[src/include/adcs_defines.svh]
// Purpose: offsets, field positions, reset values and timing counts
// Assumes: AHB-Lite word registers at byte addresses
// Notes:   included by its bare name
`ifndef ADCS_DEFINES_SVH
`define ADCS_DEFINES_SVH
`define ADCS_OFF_SCR      12'h000
`define ADCS_OFF_RH       12'h004
`define ADCS_OFF_RL       12'h008
`define ADCS_OFF_CFG      12'h00C
`define ADCS_OFF_PORT     12'h010
`define ADCS_SCR_DONE     7
`define ADCS_SCR_IEN      6
`define ADCS_SCR_CONT     5
`define ADCS_SCR_RST      8'h1F
`define ADCS_CFG_RST      2'h1
`define ADCS_CH_OFF       5'h1F
`define ADCS_CH_VREFH     5'h1D
`define ADCS_CH_VREFL     5'h1E
`define ADCS_CH_LAST_PIN  5'h09
`define ADCS_NUM_PINS     10
`define ADCS_RES_BITS     10
`define ADCS_CONV_CYC     16
// Six alignment clocks plus ten bit clocks make the sixteen
`define ADCS_ALIGN_CYC    4'h5
`define ADCS_FMT_TRUNC    2'h0
`define ADCS_FMT_RIGHT    2'h1
`define ADCS_FMT_LEFT     2'h2
`define ADCS_FMT_SIGN     2'h3
`endif

[src/include/adcs_pkg.sv]
// Purpose: shared types of the converter sequencer
// Assumes: constants live in adcs_defines.svh
// Notes:   state is carried as one packed struct
package adcs_pkg;
   typedef enum logic [1:0] {ST_OFF, ST_IDLE, ST_ALIGN, ST_CONV} adcs_state_t;

   typedef struct packed {
      logic [31:0] haddr;
      logic [1:0]  htrans;
      logic        hwrite;
      logic [2:0]  hsize;
      logic        hsel;
      logic        hready;
      logic [31:0] hwdata;
   } adcs_ahb_in_t;

   typedef struct packed {
      logic [31:0] hrdata;
      logic        hreadyout;
      logic        hresp;
   } adcs_ahb_out_t;

   typedef struct packed {
      logic [4:0]  trial_chan;
      logic [9:0]  trial_code;
      logic        power_on;
      logic        sample;
   } adcs_analog_t;

   typedef struct packed {
      adcs_state_t state;
      logic        done;
      logic        ien;
      logic        cont;
      logic [4:0]  chan;
      logic [1:0]  fmt;
      logic [9:0]  sar;
      logic [3:0]  bitn;
      logic        first;
      logic        settle;
      logic [7:0]  rh;
      logic [7:0]  rl;
      logic        lock;
      logic        ap_valid;
      logic        ap_write;
      logic [11:0] ap_addr;
      logic [31:0] rdata;
      logic        irq;
   } adcs_regs_t;
endpackage

[src/logic/adcs_sequencer.sv]
// Purpose: SAR sequencer, status/control and result registers on AHB-Lite
// Assumes: mclk is the converter clock; analog array answers each cycle
// Notes:   zero wait states; response always OKAY
//
// The register offsets and the AHB-Lite interface to the registers are this design's own decisions.
`timescale 1ns/1ps
`include "adcs_defines.svh"

module adcs_sequencer (
   // Clock, reset, enable
   input  wire logic                   mclk,
   input  wire logic                   sys_rst,
   input  wire logic                   clk_en,
   // AHB-Lite slave
   input  wire adcs_pkg::adcs_ahb_in_t ahb_in,
   output adcs_pkg::adcs_ahb_out_t     ahb_out,
   // Analog array
   input  wire logic                   cmp_out,
   output adcs_pkg::adcs_analog_t      analog,
   // Port sharing
   input  wire logic [9:0]             port_pin_in,
   output logic [9:0]                  port_takeover,
   output logic [9:0]                  port_read_data,
   // Interrupt to CPU
   output logic                        conv_irq
);
   import adcs_pkg::*;

   adcs_regs_t cur_ff;
   adcs_regs_t nxt_cur;
   logic [9:0] pin_meta_ff;
   logic [9:0] pin_sync_ff;

   logic       wr_scr;
   logic       wr_cfg;
   logic       rd_rh;
   logic       rd_rl;
   logic       conv_end;
   logic [9:0] final_code;
   logic       powered;
   logic [31:0] rd_word;

   // Pins arrive from another domain; the comparator is launched by the
   // array on mclk, so a sync stage would skew it from the trial code
   always_ff @(posedge mclk) begin
      if (sys_rst) begin
         pin_meta_ff <= 10'h000;
         pin_sync_ff <= 10'h000;
      end else if (clk_en) begin
         pin_meta_ff <= port_pin_in;
         pin_sync_ff <= pin_meta_ff;
      end
   end

   // Data phase decode of the registered address phase
   assign wr_scr = cur_ff.ap_valid && cur_ff.ap_write &&
                   cur_ff.ap_addr == `ADCS_OFF_SCR;
   assign wr_cfg = cur_ff.ap_valid && cur_ff.ap_write &&
                   cur_ff.ap_addr == `ADCS_OFF_CFG;
   assign rd_rh  = cur_ff.ap_valid && !cur_ff.ap_write &&
                   cur_ff.ap_addr == `ADCS_OFF_RH;
   assign rd_rl  = cur_ff.ap_valid && !cur_ff.ap_write &&
                   cur_ff.ap_addr == `ADCS_OFF_RL;

   assign powered  = cur_ff.chan != `ADCS_CH_OFF;
   assign conv_end = cur_ff.state == ST_CONV && cur_ff.bitn == 4'h0;
   assign final_code = {cur_ff.sar[9:1], cmp_out};

   // Read mux works on the new address phase so data is ready next cycle
   always_comb begin
      rd_word = 32'h0000_0000;
      case (ahb_in.haddr[11:0])
         `ADCS_OFF_SCR:
            rd_word[7:0] = {cur_ff.done, cur_ff.ien, cur_ff.cont,
                            cur_ff.chan};
         `ADCS_OFF_RH:  rd_word[7:0] = cur_ff.rh;
         `ADCS_OFF_RL:  rd_word[7:0] = cur_ff.rl;
         `ADCS_OFF_CFG: rd_word[1:0] = cur_ff.fmt;
         `ADCS_OFF_PORT: begin
            rd_word[9:0] = pin_sync_ff;
            if (cur_ff.chan <= `ADCS_CH_LAST_PIN)
               rd_word[cur_ff.chan[3:0]] = 1'b0;
         end
         default: rd_word = 32'h0000_0000;
      endcase
   end

   always_comb begin
      nxt_cur = cur_ff;
      nxt_cur.ap_valid = ahb_in.hsel && ahb_in.hready && ahb_in.htrans[1];
      nxt_cur.ap_write = ahb_in.hwrite;
      nxt_cur.ap_addr  = ahb_in.haddr[11:0];
      if (ahb_in.hsel && ahb_in.hready && ahb_in.htrans[1] &&
          !ahb_in.hwrite)
         nxt_cur.rdata = rd_word;

      if (wr_cfg)
         nxt_cur.fmt = ahb_in.hwdata[1:0];

      case (cur_ff.state)
         ST_OFF: begin
            nxt_cur.settle = 1'b1;
         end
         ST_IDLE: ;
         ST_ALIGN: begin
            if (cur_ff.bitn != 4'h0) begin
               nxt_cur.bitn = cur_ff.bitn - 4'h1;
            end else begin
               nxt_cur.state = ST_CONV;
               nxt_cur.bitn  = 4'h9;
               nxt_cur.sar   = 10'h200;
            end
         end
         ST_CONV: begin
            if (cur_ff.bitn != 4'h0) begin
               nxt_cur.sar = cur_ff.sar & ~(10'h001 << cur_ff.bitn);
               if (cmp_out)
                  nxt_cur.sar[cur_ff.bitn] = 1'b1;
               nxt_cur.sar[cur_ff.bitn - 4'h1] = 1'b1;
               nxt_cur.bitn = cur_ff.bitn - 4'h1;
            end
         end
         default: nxt_cur.state = ST_IDLE;
      endcase

      // data read clears; placed first so a same-cycle end wins
      if (rd_rh || rd_rl) begin
         nxt_cur.done = 1'b0;
         nxt_cur.irq  = 1'b0;
      end

      if (conv_end) begin
         nxt_cur.settle = 1'b0;
         if (!cur_ff.settle) begin
            if (!cur_ff.lock || cur_ff.fmt == `ADCS_FMT_TRUNC) begin
               case (cur_ff.fmt)
                  `ADCS_FMT_TRUNC: begin
                     nxt_cur.rh = 8'h00;
                     nxt_cur.rl = final_code[9:2];
                  end
                  `ADCS_FMT_RIGHT: begin
                     nxt_cur.rh = {6'h00, final_code[9:8]};
                     nxt_cur.rl = final_code[7:0];
                  end
                  `ADCS_FMT_LEFT: begin
                     nxt_cur.rh = final_code[9:2];
                     nxt_cur.rl = {final_code[1:0], 6'h00};
                  end
                  default: begin
                     nxt_cur.rh = {~final_code[9], final_code[8:2]};
                     nxt_cur.rl = {final_code[1:0], 6'h00};
                  end
               endcase
            end
         end
         // done sets; continuous first only; not with interrupts
         if (!cur_ff.ien && (!cur_ff.cont || cur_ff.first))
            nxt_cur.done = 1'b1;
         nxt_cur.first = 1'b0;
         if (cur_ff.ien)
            nxt_cur.irq = 1'b1;
         if (cur_ff.cont) begin
            nxt_cur.state = ST_ALIGN;
            nxt_cur.bitn  = `ADCS_ALIGN_CYC;
         end else begin
            nxt_cur.state = ST_IDLE;
         end
      end

      // high read locks except in truncation, low read unlocks
      if (rd_rh && cur_ff.fmt != `ADCS_FMT_TRUNC)
         nxt_cur.lock = 1'b1;
      if (rd_rl)
         nxt_cur.lock = 1'b0;

      if (wr_scr) begin
         nxt_cur.ien   = ahb_in.hwdata[`ADCS_SCR_IEN];
         nxt_cur.cont  = ahb_in.hwdata[`ADCS_SCR_CONT];
         nxt_cur.chan  = ahb_in.hwdata[4:0];
         nxt_cur.irq   = 1'b0;
         nxt_cur.first = 1'b1;
         nxt_cur.done  = ahb_in.hwdata[`ADCS_SCR_IEN] &
                         ahb_in.hwdata[`ADCS_SCR_DONE];
         if (ahb_in.hwdata[4:0] == `ADCS_CH_OFF)
            nxt_cur.state = ST_OFF;
         else
            nxt_cur.state = ST_ALIGN;
         nxt_cur.bitn = `ADCS_ALIGN_CYC;
         if (cur_ff.state == ST_OFF)
            nxt_cur.settle = 1'b1;
      end
   end

   always_ff @(posedge mclk) begin
      if (sys_rst) begin
         cur_ff          <= '0;
         cur_ff.state    <= ST_OFF;
         cur_ff.chan     <= `ADCS_CH_OFF;
         cur_ff.fmt      <= `ADCS_CFG_RST;
         cur_ff.settle   <= 1'b1;
      end else if (clk_en) begin
         cur_ff <= nxt_cur;
      end
   end

   // Bus answers in zero wait states
   assign ahb_out.hrdata    = cur_ff.rdata;
   assign ahb_out.hreadyout = 1'b1;
   assign ahb_out.hresp     = 1'b0;

   // no wait gating; irq is the flag alone, it can be high while done is high
   assign conv_irq = cur_ff.irq;

   assign analog.trial_chan = cur_ff.chan;
   assign analog.trial_code = cur_ff.sar;
   assign analog.power_on   = powered;
   assign analog.sample     = cur_ff.state == ST_CONV;

   genvar gi;
   generate
      for (gi = 0; gi < `ADCS_NUM_PINS; gi++) begin : g_pin
         assign port_takeover[gi] = cur_ff.chan == 5'(gi);
         assign port_read_data[gi] = (cur_ff.chan == 5'(gi)) ? 1'b0 :
                                     pin_sync_ff[gi];
      end
   endgenerate

   conv_len_a: assert property (@(posedge mclk) disable iff (sys_rst)
      clk_en && cur_ff.state == ST_CONV && cur_ff.bitn != 4'h0 && !wr_scr
      |=> cur_ff.bitn == $past(cur_ff.bitn) - 4'h1)
      else $error("bit step skipped");
   irq_after_end_a: assert property (@(posedge mclk) disable iff (sys_rst)
      clk_en && conv_end && cur_ff.ien && !wr_scr && !rd_rh && !rd_rl
      |=> conv_irq)
      else $error("no interrupt after conversion");
   write_restart_a: assert property (@(posedge mclk) disable iff (sys_rst)
      clk_en && wr_scr && ahb_in.hwdata[4:0] != `ADCS_CH_OFF
      |=> cur_ff.state == ST_ALIGN)
      else $error("write did not restart");
   read_clear_a: assert property (@(posedge mclk) disable iff (sys_rst)
      clk_en && (rd_rh || rd_rl) && !wr_scr && !conv_end
      |=> !cur_ff.done && !conv_irq)
      else $error("read did not clear done");
   power_off_a: assert property (@(posedge mclk) disable iff (sys_rst)
      cur_ff.chan == `ADCS_CH_OFF |-> !analog.power_on && !analog.sample)
      else $error("converter on while off");
   right_zero_a: assert property (@(posedge mclk) disable iff (sys_rst)
      clk_en && conv_end && cur_ff.fmt == `ADCS_FMT_RIGHT
      |=> cur_ff.rh[7:2] == 6'h00)
      else $error("right format upper bits set");
   lock_hold_a: assert property (@(posedge mclk) disable iff (sys_rst)
      clk_en && cur_ff.lock && !rd_rl && cur_ff.fmt != `ADCS_FMT_TRUNC
      && !wr_cfg |=> $stable(cur_ff.rl))
      else $error("locked low byte changed");
   conv_span_a: assert property (@(posedge mclk) disable iff (sys_rst)
      clk_en && cur_ff.state == ST_ALIGN && cur_ff.bitn == 4'h0 && !wr_scr
      |=> (cur_ff.bitn == 4'h9) && cur_ff.state == ST_CONV)
      else $error("conversion did not begin");
   pin_zero_a: assert property (@(posedge mclk) disable iff (sys_rst)
      cur_ff.chan <= `ADCS_CH_LAST_PIN |->
      port_read_data[cur_ff.chan[3:0]] == 1'b0)
      else $error("selected pin read nonzero");
   single_stop_a: assert property (@(posedge mclk) disable iff (sys_rst)
      clk_en && conv_end && !cur_ff.cont && !wr_scr
      |=> cur_ff.state == ST_IDLE)
      else $error("single conversion did not stop");
   align_count_a: assert property (@(posedge mclk) disable iff (sys_rst)
      clk_en && cur_ff.state == ST_ALIGN && cur_ff.bitn != 4'h0 && !wr_scr
      |=> cur_ff.state == ST_ALIGN
      && cur_ff.bitn == $past(cur_ff.bitn) - 4'h1)
      else $error("alignment count broken");
   irq_clear_a: assert property (@(posedge mclk) disable iff (sys_rst)
      clk_en && wr_scr |=> !conv_irq)
      else $error("interrupt kept after write");
   done_ien_a: assert property (@(posedge mclk) disable iff (sys_rst)
      clk_en && conv_end && cur_ff.ien && !wr_scr && !rd_rh && !rd_rl
      |=> cur_ff.done == $past(cur_ff.done))
      else $error("done moved with interrupts on");
   cont_restart_a: assert property (@(posedge mclk) disable iff (sys_rst)
      clk_en && conv_end && cur_ff.cont && !wr_scr
      |=> cur_ff.state == ST_ALIGN)
      else $error("continuous run stopped");
   settle_drop_a: assert property (@(posedge mclk) disable iff (sys_rst)
      clk_en && conv_end && cur_ff.settle |=> $stable(cur_ff.rl))
      else $error("settling result stored");
   takeover_a: assert property (@(posedge mclk) disable iff (sys_rst)
      cur_ff.chan <= `ADCS_CH_LAST_PIN
      |-> port_takeover == (10'h001 << cur_ff.chan))
      else $error("wrong pin taken over");
   trunc_zero_a: assert property (@(posedge mclk) disable iff (sys_rst)
      clk_en && conv_end && !cur_ff.settle
      && cur_ff.fmt == `ADCS_FMT_TRUNC
      |=> cur_ff.rh == 8'h00)
      else $error("truncation upper byte set");
endmodule // adcs_sequencer

[config.mk]
export PLATFORM = sky130hd
export DESIGN_NAME = adcs_sequencer
export DESIGN_NICKNAME = d
export VERILOG_FILES = /design/src/include/adcs_pkg.sv /design/src/logic/adcs_sequencer.sv
export VERILOG_INCLUDE_DIRS = /design/src /design/src/include
export SDC_FILE = /design/constraint.sdc
export NUM_CORES = 1
export LEC_CHECK = 0
export ABC_AREA = 1
export BUFFER_PORTS_ARGS = -buffer_cell sky130_fd_sc_hd__buf_2
export CORE_MARGIN = 2
export CORE_UTILIZATION = 55
export DETAILED_ROUTE_END_ITERATION = 7
export GPL_TIMING_DRIVEN = 0
export PLACE_DENSITY = 0.86
export SYNTH_ARGS = -nofsm -noshare
export SYNTH_HDL_FRONTEND = slang
export SYNTH_SLANG_ARGS = --single-unit
[constraint.sdc]
create_clock -name mclk -period 2.82 [get_ports mclk]
set_input_delay 0.423 -clock mclk [delete_from_list [all_inputs] [get_ports mclk]]
set_output_delay 0.423 -clock mclk [all_outputs]
set_load 0.01 [all_outputs]
# Yosys cells after proc, flatten, opt, wreduce, memory -nomap -nowiden
# Index checks and enable logic that the tools add are counted.
# op_classes
n_addsub,1
magnitude_cmp,7
n_eq_ne,25
shift,1
muxes,49
bitwise,9
n_reduce_logical,43
# ops
cell,count
$mux 10,5
$eq 12x4->1 const B,4
$pmux 16 s3,1
$and 10x32->32,1
$mux 16,2
$mux 32,1
$not 16->32,1
$pmux 14 s2,1
$eq 12x3->1 const B,2
$logic_not 12->1,2
$mux 24,1
$pmux 6 s4,1
$mux 1,23
$mux 22,1
$eq 5x3->1 const B,4
$or 10x10->10,2
$logic_and 1x1->1,15
$mux 14,1
$demux 1 s4,3
$eq 12x5->1 const B,1
$ge 4x1->1 const B,3
$and 10x10->10,1
$eq 5x2->1 const B,2
$eq 5x4->1 const B,2
other kinds (32),55
# totals
ff_bits,112
in_bits,86
output_inout_bits,72
word_cells,155

# Logic depth before layout (Yosys ltp)
# Gate-level depths: netlist of run 1.
# depth
depth_word,15
mapped_depth,10
mapped_depth_nobuf,10

# Worst setup path before layout of run 1
# No wires, ideal clock.
# synth_timing
kind,flip-flop to flip-flop
start,register cur_ff[66] (netlist bit)
end,register cur_ff[66] (netlist bit)
setup_time_ns,0.138
t_arrival_ns,1.470
required_time_ns,2.682
slack_ns,1.213
stages_incl_launch_ff,9
n_path_buf,0
synth_period_minus_slack_ns,1.607
cell_sequence,dfxtp_1 inv_1 ha_1 nand2_4 ha_1 nand2_1 o31ai_1 o21ai_0 a21oi_1
# synth_between
elab_chain_len,6
elab_cells_between_ends,10
classes_between,add/sub (1); mux (6); reduce/logical (3)
# synth_rtl
item,line,text
from (decl),adcs_sequencer.sv:29,adcs_regs_t cur_ff;
from (signal assigned),adcs_sequencer.sv:202,cur_ff <= nxt_cur;
$sub 4x1->4 / $reduce_bool 4->1 (equally long branches),-,
$mux 14 / $mux 4 (equally long branches),"adcs_sequencer.sv:115, adcs_sequencer.sv:106",
$pmux 14 s2,adcs_sequencer.sv:100,case (cur_ff.state)
$mux 4,adcs_sequencer.sv:162,if (cur_ff.cont) begin
$mux 22 (*),adcs_sequencer.sv:132,if (conv_end) begin
$mux 6 (*),adcs_sequencer.sv:176,if (wr_scr) begin
# Every way passes the cells marked *; elsewhere a longest branch is shown, timed or not. The select of a mux whose other input is x is not followed.
# A chain may end at the register's enable or synchronous reset.

# Worst setup path in the final report of run 1
# layout_timing
start,register cur_ff (netlist bit analog[15])
end,output port_read_data[4]
# layout_between
elab_chain_len,2
# layout_rtl
item,line,text
$eq 5x3->1,adcs_sequencer.sv:223,assign port_read_data[gi] = (cur_ff.chan == 5'(gi)) ? 1'b0 :
$mux 1,adcs_sequencer.sv:223,
to (decl),adcs_sequencer.sv:23,"output logic [9:0] port_read_data,"
# Every way passes these cells.

==> metrics.yaml, run 1 <==
worst_hold_path:
  hold_path.class: "in2reg"
  worst_hold_path.num_cells: 3
  min_to: "pin_meta_ff[2]$_SDFFE_PP0P_"
  min-delay-start: "port_pin_in[2]"
global_route:
  grt_antenna_before_repair: 0
  grt_usage_pct: 27.0
  grt_max_degree: 19
  first_global_vias: 4581
  grt_pass1_wl_um: 21300
  overflow: 0
critical_path:
  cp-start-kind: "flop"
  arrival_ns: 1.72
  reg2reg_slack_ns: 0.88
  timing.rr.end: "analog[10]$_SDFFE_PP0P_"
  cp.required_ns: 2.40
  rr_worst_depth: 7
  crit_start: "analog[15]$_SDFFE_PP1P_"
  cp_max_fo: 8
  end_kind: "output pin"
  worstSetupPathType: "reg2out"
  r2r_start: "cur_ff[66]$_SDFFE_PP0P_"
synthesis:
  synth_top_family_by_area: "simple AND/OR/NAND/NOR gates"
  synth_xor_area_share_pct: 0.178
  synth_area_leaders: "dfxtp_1 37%, o21ai_0 9.6%, nor2_1 9.4%, buf_4 8.1%, nand2_1 8.0%"
  synth_area_um2: 4910
  synth_flop_cell: "dfxtp_1"
  synth_edf_count: 0
  synth_cell_types: 40
  async_reset_ff_share_pct: 0
  synth-compound-area-share_pct: 17.5
  yosysTopAreaCell: "dfxtp_1"
  syn_inst: 714
  synthMuxAreaShare_pct: 0
  synthDominantCellAreaShare_pct: 36.7
  synthAdderAreaFrac_pct: 2.04
  synth-seq-cells: 90
  synth.avg_cell_area_um2: 6.87
  synth-simple-area-share_pct: 28.4
  synth-seq-area-share_pct: 36.7
  synth_warnings: 0
floorplanning:
  die_h_um: 98.5
  dieArea_um2: 9700
  start_util_pct: 56.6
  core_area_um2: 8680
  fp-row-count: 34
  die_x_um: 98.5
  ioPinCount: 158
final_layout:
  finalNetCount: 926
  drive_gt1_share_pct: 21.3
  area_delta_synth_final_pct: 17.5
  diodes: 0
  fillers: 775
  register_area_um2: 1800
  multi_input_area_um2: 2460
route:
  first_pass_iters: 5
  drt-initial-drc-count: 413
  via_per_inst: 5.43
  route.antenna.remaining_nets: 0
  routed_wl_um: 13400
  wire_per_inst_um: 14.2
  drt_drc_violations_left: 0
  vias: 5129
clocking:
  cts_buffers: 9
  clk_latency_ns: 0.38
  clock_path_buffers: 2
  cts.sinks: 90
  post_cts_buffers: 0
  holdBufCountCts: 0
  tritoncts: "built"
  cts-root-buf: "clkbuf_8"
  cts_resized: 0
  cts.htree.levels: 3
  path_clk_slew_ns: 0.11
sta:
  tightest_slew_ns: 0.726
  fmax_mhz: 467
  fin_skew_ns: 0.0103
  hold_viol: 0
  tns_ns: 0
  slew_viol_final: 0
  slew_headroom_pct: 51.2
  period_share_pct: 75.9
  setup_viol: 0
  whs_ns: 0.251
  rsz0062_at_grt: "no"
  min_period_ns: 2.14
pwr:
  ir_worst_vdd_v: 0.000277
  leakage_nw: 2.73
  p_per_area_nw_per_um2: 440
run:
  cap_violations: 0
placed_design:
  gp_congestion: 0.916
  port_buffers: 85
  dp_hpwl_um: 10100
outcome:
  status: "complete, no violations"
placed cells by master (no fill, tap or decap), drive strengths merged, types with 4 or more instances in the layout:
cell type / count
a21oi: 50
a31oi: 7
buf: 144
clkbuf: 24
clkinv: 4
conb: 24
dfxtp: 90
ha: 8
inv: 67
nand2: 106
nand3: 39
nand4: 19
nor2: 132
nor3: 11
o21ai: 98
power by group:
part           internal (W)  switching [W]
Sequential          0.00131      0.0000181
Clock              0.000436       0.000539
Combinational     0.0000907       0.000150
Total               0.00183       0.000707
synthesized netlist by cell type (2+ instances only):
master    instances
nor2_4            3
inv_1            61
ha_1              8
clkinv_1          2
nor3_2            5
conb_1            2
a31oi_1           7
nor2_2            5
buf_2             2
o21ai_0          94
buf_1             3
dfxtp_1          90
nand3_4           2
a21oi_1          50
nand3_1          37
nand4_1          19
buf_4            53
a211oi_1          2
a22oi_1           2
nor2_1          123
nand2_1         105
o21ai_1           4
clkbuf_1         14
nor3_1            5
through the flow:
| stage | total power, W | instance area, µm² | util, % | instances | setup slack [ns] |
|---|---|---|---|---|---|
| 5_1_grt | 0.00262 | 5770 | 66.4 | 945 | 0.576 |
| 3_3_place_gp | 0.00158 | 5550 | 64.0 | 929 | 0.957 |
| 4_1_cts | 0.00254 | 5770 | 66.4 | 945 | 0.718 |
| 2_1_floorplan | 0.00150 | 4990 | - | 736 | 1.21 |
| 6_report | 0.00254 | 5770 | 66.4 | 945 | 0.681 |
| 3_5_place_dp | 0.00159 | 5550 | 64.0 | 929 | 0.904 |
how the worst max path moves through the flow:
stage | to
global placement | ahb_out[7]$_SDFFE_PP0P_
detailed placement | ahb_out[9]$_SDFFE_PP0P_
CTS | port_read_data[4]
floorplan | cur_ff[66]$_SDFFE_PP0P_
global route | port_read_data[4]
finish | port_read_data[4]
state kept, by name (all words and copies together) (netlist names):
register     cells
analog          15
pin_sync_ff     10
cur_ff          44
pin_meta_ff     10
ahb_out         10
conv_irq         1
critical path, cell delays in order (launching register included):
cell	delay, ns
dfxtp_1	0.35
inv_1	0.17
nand3_1	0.24
o21ai_0	0.37
inv_1	0.07
buf_2	0.14
layout make-up:
type                       instances  share of cell area [%]
sequential                        90                    31.3
clock inverter                     7                    1.56
tap                              108                    2.34
inverter                          65                    4.25
multi-input combinational        507                    42.6
buffer                            74                    8.46
timing repair buffer              85                    7.38
clock buffer                       9                    2.15
cells by family (layout without fill, tap and decap cells):
family	count (synthesis)	in the layout
fa+ha+maj	8	8
flops	90	90
xor+xnor	1	1
other cells	2	24
compound gates	165	165
buf+inv	139	240
simple gates	309	309
per-layer routing:
layer / vias up / GRT usage (%) / wire length [µm]
met5: - / 0 / 0
met4: 0 / 10.3 / 297
met3: 34 / 3.69 / 1070
met2: 241 / 44.5 / 6390
met1: 2338 / 36.2 / 5650
li1: 2516 / - / -
No activity file was read; power rests on OpenSTA's default activity.
==> run 2: changes to the inputs <==
Settings changed: CORE_UTILIZATION 55 to 46, PLACE_DENSITY 0.86 to 0.76.
Clock period 2.82 ns to 1.7 ns, I/O delays scaled along.
==> metrics.yaml, run 2 (synthesized netlist as in run 1, its figures left out) <==
pwr:
  power_frac_comb_pct: 10.0  # +0.5 points
  leakage_nw: 2.75  # +0.80%
  sequentialPowerShare_pct: 53.2  # +1.1 points
  p_per_area_nw_per_um2: 686  # +56%
  power_switching_w: 0.00111  # +57%
  ir_worst_vdd_v: 0.000367  # +33%
  intPower_w: 0.00301  # +64%
  clkPwrFrac_pct: 36.9  # -1.5 points
  sw_frac_of_total_pct: 26.9  # -0.94 points
placed_design:
  gp_congestion: 0.921  # +0.51%
  dp_hpwl_um: 10000  # -0.69%
  dp.cells: 957  # +3.0%
  port_buffers: 85  # unchanged
clocking:
  cts.sinks: 90  # unchanged
  tritoncts: "built"
  holdBufCountCts: 0  # unchanged
  cts_buffers: 9  # unchanged
  cts.htree.levels: 3  # unchanged
  path_clk_slew_ns: 0.10  # about the same
  clock_path_buffers: 2  # unchanged
  clk_latency_ns: 0.38  # about the same
  cts-root-buf: "clkbuf_8"
critical_path:
  cp_max_fo: 5  # -3
  slowest_delay_ns: 0.38  # about the same
  end_kind: "output pin"
  cp-start-kind: "flop"
  critPathSlowestCell: "dfxtp_4"
  cp.required_ns: 1.44  # -0.96 ns
  crit_chain: "inv_2, nand2_4, nor3_4, nor2_1, buf_2"
  worstSetupPathType: "reg2out"
  arrival_ns: 1.39  # -0.33 ns
final_layout:
  final_common_cell: "nor2_1"
  area_delta_synth_final_pct: 22.3
  final_cell_count_no_fill: 974  # +3.1%
  drive_gt1_share_pct: 25.7  # +4.4 points
  top_register: "cur_ff"
  largest_register_ffs: 44  # unchanged
  finalNetCount: 927  # +0.11%
  layout.cells.most_common_list: "118 x nor2_1, 102 x nand2_1, 87 x buf_2"
  register_area_um2: 1830  # +1.3%
  final_util_pct: 58.2  # -8.3 points
  fillers: 1016  # +31%
  diodes: 0  # unchanged
  multi_input_area_um2: 2610  # +6.2%
global_route:
  grt_pass1_wl_um: 21300  # about the same
  overflow: 0  # unchanged
  grt_antenna_before_repair: 0  # unchanged
  first_global_vias: 4320  # -5.7%
  grt_max_degree: 17  # -2
  grt_usage_pct: 23.3  # -3.7 points
floorplanning:
  start_util_pct: 47.5  # -9.0 points
  die_x_um: 107  # +9.0%
  core_area_um2: 10300  # +19%
  die_h_um: 107  # +9.0%
  ioPinCount: 158  # unchanged
  dieArea_um2: 11500  # +19%
  fp-row-count: 37  # +8.8%
sta:
  slew_headroom_pct: 52.7  # +1.6 points
  whs_ns: 0.0893  # -0.162 ns
  period_share_pct: 96.7
  hold_viol: 0  # unchanged
  slew_viol_final: 0  # unchanged
  min_period_ns: 1.64
  rsz0062_at_grt: "yes"
  fmax_mhz: 608
  fin_skew_ns: 0.0106  # +0.000311 ns
  setup_viol: 0  # unchanged
  tns_ns: 0  # unchanged
  tightest_slew_ns: 0.703  # -0.0231 ns
worst_hold_path:
  hold_path.class: "in2reg"
route:
  highest_layer: "met4"
  vias: 5039  # -1.8%
  drt-initial-drc-count: 463  # +12%
  routed_wl_um: 13500  # +0.88%
  wire_per_inst_um: 13.9  # -2.1%
  m1WireLength_um: 6070  # +7.4%
  drt_drc_violations_left: 0  # unchanged
  first_pass_iters: 7  # +2
  via_per_inst: 5.17  # -4.7%
  wl_met3_um: 920  # -14%
  met2_length_um: 6310  # -1.3%
  route.antenna.remaining_nets: 0  # unchanged
outcome:
  status: "complete, no violations"
run:
  cap_violations: 0  # unchanged
## run 2: layer usage
metal / vias up / track usage [%]
met5: - / 0
li1: 2531 / -
met3: 19 / 2.91
met4: 0 / 7.33
met2: 205 / 37.8
met1: 2284 / 32.2
## run 2: path summary, 6_finish.rpt
path / cells after the start / startpoint / slack, ns / endpoint
max: 5 / analog[13]$_SDFFE_PP1P_ / 0.06 / port_read_data[9]
min: 3 / port_pin_in[3] / 0.09 / pin_meta_ff[3]$_SDFFE_PP0P_
min reg2reg: 2 / cur_ff[65]$_SDFFE_PP0P_ / 0.48 / cur_ff[65]$_SDFFE_PP0P_
max reg2reg: 8 / cur_ff[67]$_SDFFE_PP0P_ / 0.12 / analog[5]$_SDFFE_PP0P_
## run 2: power groups by stage
stage                     clock network (W)  logic (W)  registers, W
after global routing                0.00162   0.000453       0.00220
after floorplan                           0   0.000258       0.00223
after detailed placement                  0   0.000395       0.00224
final                               0.00152   0.000410       0.00219
after CTS                           0.00152   0.000400       0.00219
after global placement                    0   0.000392       0.00224
## run 2: what timing repair did
action,CTS,global route
gates resized for setup,29,40
pin swaps,2,5
setup endpoints to repair,40,47
setup buffers,1,0
## run 2: critical path: cells and delay by family (launching register included)
family	cells	cell delay (ns)
flip-flops	1	0.38
buffers and inverters	2	0.26
AND/OR/NAND/NOR	3	0.38
## run 2: area by class of cell
class / instances / share of cell area, %
Multi-Input combinational cell: 507 / 43.4
Sequential cell: 90 / 30.4
Buffer: 74 / 8.19
Timing Repair Buffer: 86 / 7.42
Inverter: 65 / 4.36
Tap cell: 136 / 2.83
Clock buffer: 10 / 2.13
Clock inverter: 6 / 1.23
## run 2: through the flow
step / power [W] / setup WS, ns / instance area [µm²]
2_1_floorplan: 0.00249 / 0.0925 / 4990
3_3_place_gp: 0.00263 / -0.122 / 5590
3_5_place_dp: 0.00264 / -0.151 / 5590
4_1_cts: 0.00412 / 0.00735 / 5870
5_1_grt: 0.00427 / -0.0370 / 6000
6_report: 0.00412 / 0.0565 / 6000
